--- src/logic/qhb_defs.svh ---
// Purpose: timing counts and reset values for the quad half-bridge control
// Assumes: 100 MHz system clock
// Notes: definitions only
`ifndef QHB_DEFS_SVH
`define QHB_DEFS_SVH

`define QHB_CLK_MHZ 100
`define QHB_OCP_DEGLITCH_NS 5000
`define QHB_OCP_DEGLITCH_CYC ((`QHB_OCP_DEGLITCH_NS * `QHB_CLK_MHZ + 999) / 1000)
`define QHB_WAKE_US 1000
`define QHB_WAKE_CYC (`QHB_WAKE_US * `QHB_CLK_MHZ)
`define QHB_CHANNELS 4
`define QHB_SYNC_RESET_VAL 1'b0

`endif

--- src/logic/qhb_pkg.sv ---
// Purpose: types for the quad half-bridge control
// Assumes: nothing
// Notes: timing counts live in qhb_defs.svh
`default_nettype none
package qhb_pkg;
    typedef enum logic [2:0] {
        QHB_ST_HALT = 3'b001,
        QHB_ST_WAKE = 3'b010,
        QHB_ST_RUN = 3'b100
    } qhb_state_e;
endpackage : qhb_pkg
`default_nettype wire

--- src/logic/qhb_sync_if.sv ---
// Purpose: carrier of synchronised pin levels between the two design modules
// Assumes: single clock domain
// Notes: none
`timescale 1ns/100ps
`default_nettype none
interface qhb_sync_if #(parameter int N = 4);
    logic [N-1:0] level;
    logic [N-1:0] enable;
    logic [N-1:0] oc_event;
    logic reset_n;
    logic wake_n;
    logic overheat;
    logic supply_low;
    modport src (output level, enable, oc_event, reset_n, wake_n, overheat, supply_low);
    modport dst (input level, enable, oc_event, reset_n, wake_n, overheat, supply_low);
endinterface : qhb_sync_if
`default_nettype wire

--- src/logic/qhb_pin_sync.sv ---
// Purpose: two-flop synchronisers for every pin-level input
// Assumes: undriven pins already resolve to 0 at the pad
// Notes: first stage feeds only the second stage
`timescale 1ns/100ps
`default_nettype none
`include "qhb_defs.svh"
module qhb_pin_sync #(
    parameter int N = 4
) (
    input wire logic sys_clk_i,
    input wire logic rst_b_i,
    input wire logic [N-1:0] level_i,
    input wire logic [N-1:0] enable_i,
    input wire logic [N-1:0] oc_event_i,
    input wire logic reset_n_i,
    input wire logic wake_n_i,
    input wire logic overheat_i,
    input wire logic supply_low_i,
    qhb_sync_if.src sync
);
    localparam int W = 3 * N + 4;
    logic [W-1:0] stage1_reg;
    logic [W-1:0] stage2_reg;

    // ----------------------------------------
    // two-flop synchroniser
    // ----------------------------------------
    always_ff @(posedge sys_clk_i or negedge rst_b_i) begin
        if (!rst_b_i) begin
            stage1_reg <= '0;
            stage2_reg <= '0;
        end else begin
            stage1_reg <= {level_i, enable_i, oc_event_i, reset_n_i, wake_n_i, overheat_i, supply_low_i};
            stage2_reg <= stage1_reg;
        end
    end

    assign sync.level = stage2_reg[W-1 -: N];
    assign sync.enable = stage2_reg[2*N+3 -: N];
    assign sync.oc_event = stage2_reg[N+3 -: N];
    assign sync.reset_n = stage2_reg[3];
    assign sync.wake_n = stage2_reg[2];
    assign sync.overheat = stage2_reg[1];
    assign sync.supply_low = stage2_reg[0];
endmodule : qhb_pin_sync
`default_nettype wire

--- src/logic/qhb_ctrl.sv ---
// Purpose: control logic for four half-bridge outputs with protection
// Assumes: pins are sampled on a 100 MHz clock; pulldowns at the pads
// Notes: output enable high means the half-bridge drives its pin
`timescale 1ns/100ps
`default_nettype none
`include "qhb_defs.svh"
// How it works
// - four identical channels, each steered by its own level and enable
// - enable low floats the channel output regardless of level
// - enable high drives output equal to the level input
// - logic reset low clears overcurrent latches and deglitch counters and disables all outputs; sleep/wake state is kept
// - sleep request low enters low-power state; high runs normally
// - fault flag pulled low on overheat, overcurrent or supply low
// - undriven control inputs read as zero
// - overcurrent counts only after persisting the 5 us deglitch time
// - qualified overcurrent latches off that channel until reset
// - supply low disables outputs, resets logic, recovers automatically
// - inputs ignored in sleep; about 1 ms before full operation after wake
// - overheat disables all outputs, recovers automatically
module qhb_ctrl #(
    parameter int N = `QHB_CHANNELS,
    parameter int OCP_CYC = `QHB_OCP_DEGLITCH_CYC,
    parameter int WAKE_CYC = `QHB_WAKE_CYC
) (
    input wire logic sys_clk_i,
    input wire logic rst_b_i,
    input wire logic [N-1:0] channel_level_in_i,
    input wire logic [N-1:0] channel_drive_enable_i,
    input wire logic [N-1:0] overcurrent_guard_i,
    input wire logic logic_reset_n_i,
    input wire logic low_power_request_n_i,
    input wire logic overheat_shutdown_i,
    input wire logic supply_low_lockout_i,
    output logic [N-1:0] half_bridge_out_o,
    output logic [N-1:0] half_bridge_oe_o,
    output logic fault_flag_n_o,
    output logic fault_flag_n_oe_o,
    output logic sleeping_o,
    output logic [N-1:0] oc_latched_o,
    output var qhb_pkg::qhb_state_e state_o
);
    import qhb_pkg::*;

    localparam int CW = $clog2(WAKE_CYC + 1);
    localparam int OW = $clog2(OCP_CYC + 1);

    qhb_sync_if #(.N(N)) sync ();
    qhb_state_e state_reg;
    qhb_state_e state_next;
    logic [CW-1:0] wake_cnt_reg;
    logic [N-1:0] oc_latch_reg;
    logic [N-1:0] out_reg;
    logic [N-1:0] oe_reg;
    logic fault_reg;
    logic logic_clear;

    // pulldowns at the pads give 0 for undriven pins
    qhb_pin_sync #(.N(N)) u_sync (
        .sys_clk_i(sys_clk_i),
        .rst_b_i(rst_b_i),
        .level_i(channel_level_in_i),
        .enable_i(channel_drive_enable_i),
        .oc_event_i(overcurrent_guard_i),
        .reset_n_i(logic_reset_n_i),
        .wake_n_i(low_power_request_n_i),
        .overheat_i(overheat_shutdown_i),
        .supply_low_i(supply_low_lockout_i),
        .sync(sync)
    );

    assign logic_clear = !sync.reset_n || sync.supply_low;

    // ----------------------------------------
    // sleep and wake sequencing
    // ----------------------------------------
    always_comb begin
        state_next = state_reg;
        case (state_reg)
            QHB_ST_HALT: if (sync.wake_n) state_next = QHB_ST_WAKE;
            QHB_ST_WAKE: begin
                if (!sync.wake_n) state_next = QHB_ST_HALT;
                else if (wake_cnt_reg == CW'(WAKE_CYC - 1)) state_next = QHB_ST_RUN;
            end
            QHB_ST_RUN: if (!sync.wake_n) state_next = QHB_ST_HALT;
            default: state_next = QHB_ST_HALT;
        endcase
    end

    always_ff @(posedge sys_clk_i or negedge rst_b_i) begin
        if (!rst_b_i) begin
            state_reg <= QHB_ST_HALT;
        end else begin
            state_reg <= state_next;
        end
    end

    always_ff @(posedge sys_clk_i or negedge rst_b_i) begin
        if (!rst_b_i) begin
            wake_cnt_reg <= '0;
        end else if (state_reg == QHB_ST_WAKE) begin
            wake_cnt_reg <= wake_cnt_reg + CW'(1);
        end else begin
            wake_cnt_reg <= '0;
        end
    end

    // ----------------------------------------
    // per-channel deglitch, latch and drive
    // ----------------------------------------
    genvar g;
    generate
        for (g = 0; g < N; g++) begin : g_ch
            logic [OW-1:0] ocp_cnt_reg;
            always_ff @(posedge sys_clk_i or negedge rst_b_i) begin
                if (!rst_b_i) begin
                    ocp_cnt_reg <= '0;
                end else if (!sync.oc_event[g] || logic_clear || state_reg != QHB_ST_RUN) begin
                    ocp_cnt_reg <= '0;
                end else if (ocp_cnt_reg != OW'(OCP_CYC)) begin
                    ocp_cnt_reg <= ocp_cnt_reg + OW'(1);
                end
            end

            always_ff @(posedge sys_clk_i or negedge rst_b_i) begin
                if (!rst_b_i) begin
                    oc_latch_reg[g] <= 1'b0;
                end else if (logic_clear) begin
                    oc_latch_reg[g] <= 1'b0;
                end else if (ocp_cnt_reg == OW'(OCP_CYC - 1) && sync.oc_event[g]) begin
                    oc_latch_reg[g] <= 1'b1;
                end
            end

            always_ff @(posedge sys_clk_i or negedge rst_b_i) begin
                if (!rst_b_i) begin
                    out_reg[g] <= 1'b0;
                    oe_reg[g] <= 1'b0;
                end else if (logic_clear || sync.overheat || state_reg != QHB_ST_RUN || oc_latch_reg[g]) begin
                    out_reg[g] <= 1'b0;
                    oe_reg[g] <= 1'b0;
                end else begin
                    out_reg[g] <= sync.level[g];
                    oe_reg[g] <= sync.enable[g];
                end
            end
        end
    endgenerate

    // ----------------------------------------
    // fault flag
    // ----------------------------------------
    always_ff @(posedge sys_clk_i or negedge rst_b_i) begin
        if (!rst_b_i) begin
            fault_reg <= 1'b0;
        end else begin
            fault_reg <= sync.overheat || sync.supply_low || (|oc_latch_reg);
        end
    end

    assign half_bridge_out_o = out_reg;
    assign half_bridge_oe_o = oe_reg;
    assign fault_flag_n_o = 1'b0;
    assign fault_flag_n_oe_o = fault_reg;
    assign sleeping_o = (state_reg == QHB_ST_HALT);
    assign oc_latched_o = oc_latch_reg;
    assign state_o = state_reg;

    // ----------------------------------------
    // checks
    // ----------------------------------------
    property p_disabled_floats;
        @(posedge sys_clk_i) disable iff (!rst_b_i)
        !sync.enable[0] |=> !half_bridge_oe_o[0];
    endproperty
    a_disabled_floats: assert property (p_disabled_floats) else $error("disabled channel driven");

    property p_follows_level;
        @(posedge sys_clk_i) disable iff (!rst_b_i)
        (sync.enable[1] && state_reg == QHB_ST_RUN && !logic_clear && !sync.overheat && !oc_latch_reg[1])
        |=> half_bridge_oe_o[1] && half_bridge_out_o[1] == $past(sync.level[1]);
    endproperty
    a_follows_level: assert property (p_follows_level) else $error("output not following level");

    property p_reset_off;
        @(posedge sys_clk_i) disable iff (!rst_b_i)
        !sync.reset_n |=> half_bridge_oe_o == '0 && oc_latched_o == '0;
    endproperty
    a_reset_off: assert property (p_reset_off) else $error("outputs on during logic reset");

    property p_sleep_off;
        @(posedge sys_clk_i) disable iff (!rst_b_i)
        !sync.wake_n |=> sleeping_o ##1 half_bridge_oe_o == '0;
    endproperty
    a_sleep_off: assert property (p_sleep_off) else $error("sleep not entered");

    property p_fault_flag;
        @(posedge sys_clk_i) disable iff (!rst_b_i)
        (sync.overheat || sync.supply_low || |oc_latch_reg) |=> fault_flag_n_oe_o;
    endproperty
    a_fault_flag: assert property (p_fault_flag) else $error("fault flag not pulled");

    logic ocp_cnt0_full;
    assign ocp_cnt0_full = (g_ch[0].ocp_cnt_reg == OW'(OCP_CYC - 1));

    property p_deglitch;
        @(posedge sys_clk_i) disable iff (!rst_b_i)
        $rose(oc_latch_reg[0]) |-> $past(ocp_cnt0_full);
    endproperty
    a_deglitch: assert property (p_deglitch) else $error("overcurrent latched early");

    property p_oc_hold;
        @(posedge sys_clk_i) disable iff (!rst_b_i)
        (oc_latch_reg[0] && !logic_clear) |=> oc_latch_reg[0] && !half_bridge_oe_o[0];
    endproperty
    a_oc_hold: assert property (p_oc_hold) else $error("overcurrent channel released");

    property p_overheat_off;
        @(posedge sys_clk_i) disable iff (!rst_b_i)
        sync.overheat |=> half_bridge_oe_o == '0;
    endproperty
    a_overheat_off: assert property (p_overheat_off) else $error("outputs on in overheat");

    property p_wake_time;
        @(posedge sys_clk_i) disable iff (!rst_b_i)
        $rose(state_reg == QHB_ST_WAKE) |-> state_reg != QHB_ST_RUN [*8];
    endproperty
    a_wake_time: assert property (p_wake_time) else $error("run reached too early after wake");
endmodule : qhb_ctrl
`default_nettype wire

--- config.mk ---
export PLATFORM = sky130hd
export DESIGN_NAME = qhb_ctrl
export DESIGN_NICKNAME = d
export VERILOG_FILES = /design/src/logic/qhb_pkg.sv /design/src/logic/qhb_sync_if.sv /design/src/logic/qhb_pin_sync.sv /design/src/logic/qhb_ctrl.sv
export VERILOG_INCLUDE_DIRS = /design/src /design/src/logic
export SDC_FILE = /design/constraint.sdc
export NUM_CORES = 1
export LEC_CHECK = 0
export BUFFER_PORTS_ARGS = -buffer_cell sky130_fd_sc_hd__buf_2
export CORE_AREA = 2 2 121 123
export CTS_CLUSTER_SIZE = 12
export DETAILED_ROUTE_END_ITERATION = 16
export DIE_AREA = 0 0 123 125
export GPL_TIMING_DRIVEN = 1
export HOLD_SLACK_MARGIN = 0.03
export SETUP_SLACK_MARGIN = 0.2
export SLEW_MARGIN = 30
export SYNTH_ARGS = -nofsm -noshare
export SYNTH_HDL_FRONTEND = slang
export SYNTH_SLANG_ARGS = --single-unit
--- constraint.sdc ---
create_clock -name sys_clk_i -period 1.9 [get_ports sys_clk_i]
set_input_delay 0 -clock sys_clk_i [delete_from_list [all_inputs] [get_ports sys_clk_i]]
set_output_delay 0 -clock sys_clk_i [all_outputs]
set_load 0.05 [all_outputs]
==> flow_summary_export.csv <==
group,metric,value,unit
outcome,status,"completed",
critical_path,cp-start-kind,"flip-flop",
power,p_comb_share,6.7,%
route,antenna_left,0,
synth,synth_top_cell_area_share,60.19,%
grt,grt_first_pass_wirelength,13580,um
grt,grt_max_degree,48,
route,vias_per_cell,4.469,
grt,grt_usage,11.10,%
grt,antenna_found_initial,0,
synth,syn_nets,398,
floorplan,start_util,29.27,%
timing,hold_viol_final,0,
synth,synth_commonest_cells,"100 x dfrtp_1, 68 x nor2_1, 28 x nand2_1",
power,intPower,3204,uW
clock_tree,cts_tree,"done",
route,drc_errors,0,
power,finalPower,4214,uW
floorplan,fp.dieArea,15380,um2
synth,syn_inst,371,
synth,synth_area,4158,um2
synth,yosysTopAreaCell,"dfrtp_1",
min_path,hold_path.class,"in -> async",
route,drt_iter0_drc,91,
timing,period_needed,1.595,ns
synth,seq_area_frac_synth,60.82,%
final_layout,finalNetCount,459,
route,dr.max_layer_used,"met4",
floorplan,core-area,14200,um2
floorplan,die_x,123,um
critical_path,criticalPathCategory,"reg -> reg",
timing,setup_viol,0,
power,cellLeakagePower,0.002075,uW
timing,finalSetupTns,0,ns
route,wl_per_cell,12.67,um
place,io_buffers,34,
route,drtPass1Iterations,4,
place,place_congestion,0.8080,
grt,grt_overflow,0,
power,swShare,23.97,%
clock_tree,clock_sinks,101,
synth,yosysMostFrequentCell,"dfrtp_1",
power,power_frac_clock,40.0,%
timing,drv_slew,0,
route,wl_met3,193,um
power,p_switching,1010,uW
critical_path,critPathMaxFanout,5,
route,vias,2771,
final_layout,drive_above_1_share,15.60,%
place,dp_hpwl,5588,um
final_layout,n_fill_cell,1427,
final_layout,diodes,0,
clock_tree,clock_path_buffers,2,
route,wl_met2,3603,um
final_layout,largest_reg_flops,36,
route,wl,7853,um
clock_tree,htree_levels,3,
synth,avgSynthCellArea,11.21,um2
synth,synth_edf_count,0,
power,power_density,835.5,nW/um2
floorplan,io_pins,36,
synth,synthTopCellsByArea,"dfrtp_1 60%, nor2_1 6.1%, xnor2_1 4.8%",
floorplan,die_y,125,um
timing,rsz0062_at_grt,"false",
critical_path,critPathRequiredTime,2.16,ns
synth,synth-main-ff-cell,"dfrtp_1",
place,post-place-cells,587,
critical_path,critical_path_arrival,1.86,ns
timing,relSlewSlack,60.80,%
synth,yosys.cell_types.count,43,
synth,async_flop_share,100.0,%
clock_tree,clock_latency,0.34,ns
grt,grt_pass1_vias,2884,
timing,max_freq,626.9,MHz
final_layout,fin_cells,620,
power,p_seq_share,53.3,%
critical_path,end_kind,"flip-flop",
clock_tree,cts.reportedPaths.clkPinSlew,0.06,ns
synth,yosysWarnings,0,
synth,synth_seq_cells,101,
final_layout,syn_to_final_growth,21.31,%
clock_tree,cts-root-buf,"clkbuf_16",
clock_tree,cts_made_buffers,9,
timing,worstMarginPinSlew,0.5880,ns
flow_run,max-cap-violations,0,
power,peakVddDrop,514.3,uV
route,wl_met1,3907,um
timing,finalCritPeriodShare,83.95,%
timing,clock_skew,0.007370,ns
floorplan,rows,44,
routing by layer:
metal / GRT usage [%] / vias up
met1: 15.10 / 1343
met5: 0 / -
met2: 17.32 / 38
li1: - / 1379
met3: 2.190 / 11
met4: 4.479 / 0
worst paths after layout:
path / start / end / slack [ns] / cells past startpoint
max: wake_cnt_reg[0] / wake_cnt_reg[16] / 0.30 / 5
min in group sys_clk_i: channel_drive_enable_i[2] / u_sync.stage1_reg[10] / 0.29 / 2
max in group asynchronous: rst_b_i / g_ch[3].ocp_cnt_reg[8] / 1.03 / 3
max reg2reg: wake_cnt_reg[0] / wake_cnt_reg[16] / 0.30 / 5
min reg2reg: u_sync.stage1_reg[1] / u_sync.stage2_reg[1] / 0.35 / 0
min: rst_b_i / wake_cnt_reg[7] / 0.22 / 2
logic make-up (layout without fill, tap and decap cells):
group                      after synthesis  in the layout  share of synthesized area, %
and+or+nand+nor                        177            177                         23.02
DFF                                    101            101                         60.82
xor gates and xnor gates                33             33                         6.951
AOI/OAI and AO/OA                       25             25                         3.280
buffers and inverters                   20             85                         1.926
adders and majority gates                9              9                         2.708
muxes                                    5              5                         1.204
other                                    1              1                       0.09019
cells in the final DEF, fill, tap and decap left out, drive strengths merged, types with 8 or more instances in the layout:
cell type,count
nor3,10
buf,40
clkbuf,10
xor2,10
nor2,69
ha,9
nor4b,11
xnor2,23
dfrtp,100
nand3,16
o21ai,9
a21oi,12
nand2,28
dlygate4sd3,17
or3,8
inv,17
nand4,12
final cells by class:
type	count	area, um2	share of cell area (%)
timing repair buffer	57	400.4	7.938
multi-input combinational	250	1563	30.98
sequential	101	2530	50.16
clock inverter	5	42.54	0.8435
tap	184	230.2	4.565
inverter	13	48.80	0.9675
clock buffer	10	229.0	4.540
stage by stage:
step                utilization [%]  instance area (um2)  hold WS [ns]  setup WS [ns]
finish                        35.51                 5044        0.2155         0.3049
global route                  35.51                 5044        0.2818         0.1937
CTS                           35.44                 5034        0.2165         0.2535
detailed placement            32.33                 4592       0.03986         0.2711
global placement              32.33                 4592       0.04356         0.3386
floorplan                         -                 4170       -0.2956         0.2111
repair_timing:
item | 4_1_cts | 5_1_grt
resized for setup | 0 | 1
hold buffers | 17 | 0
endpoints found under the setup margin | 0 | 2
setup buffers | 0 | 1
hold endpoints to repair | 59 | 0
power groups by stage:
stage               logic, uW  registers (uW)  clock network, uW
finish                    282            2250               1680
floorplan                 111            2320                  0
global placement          257            2290                  0
CTS                       286            2250               1760
global route              311            2250               1830
detailed placement        259            2290                  0
worst max-delay path: stages, from the launching register on:
cell and delay (ns):
dfrtp_1 0.38, ha_2 0.22, and4_4 0.24, nand4_2 0.15
or3_1 0.37, a21oi_1 0.15
Power figures use the tool's default switching activity.
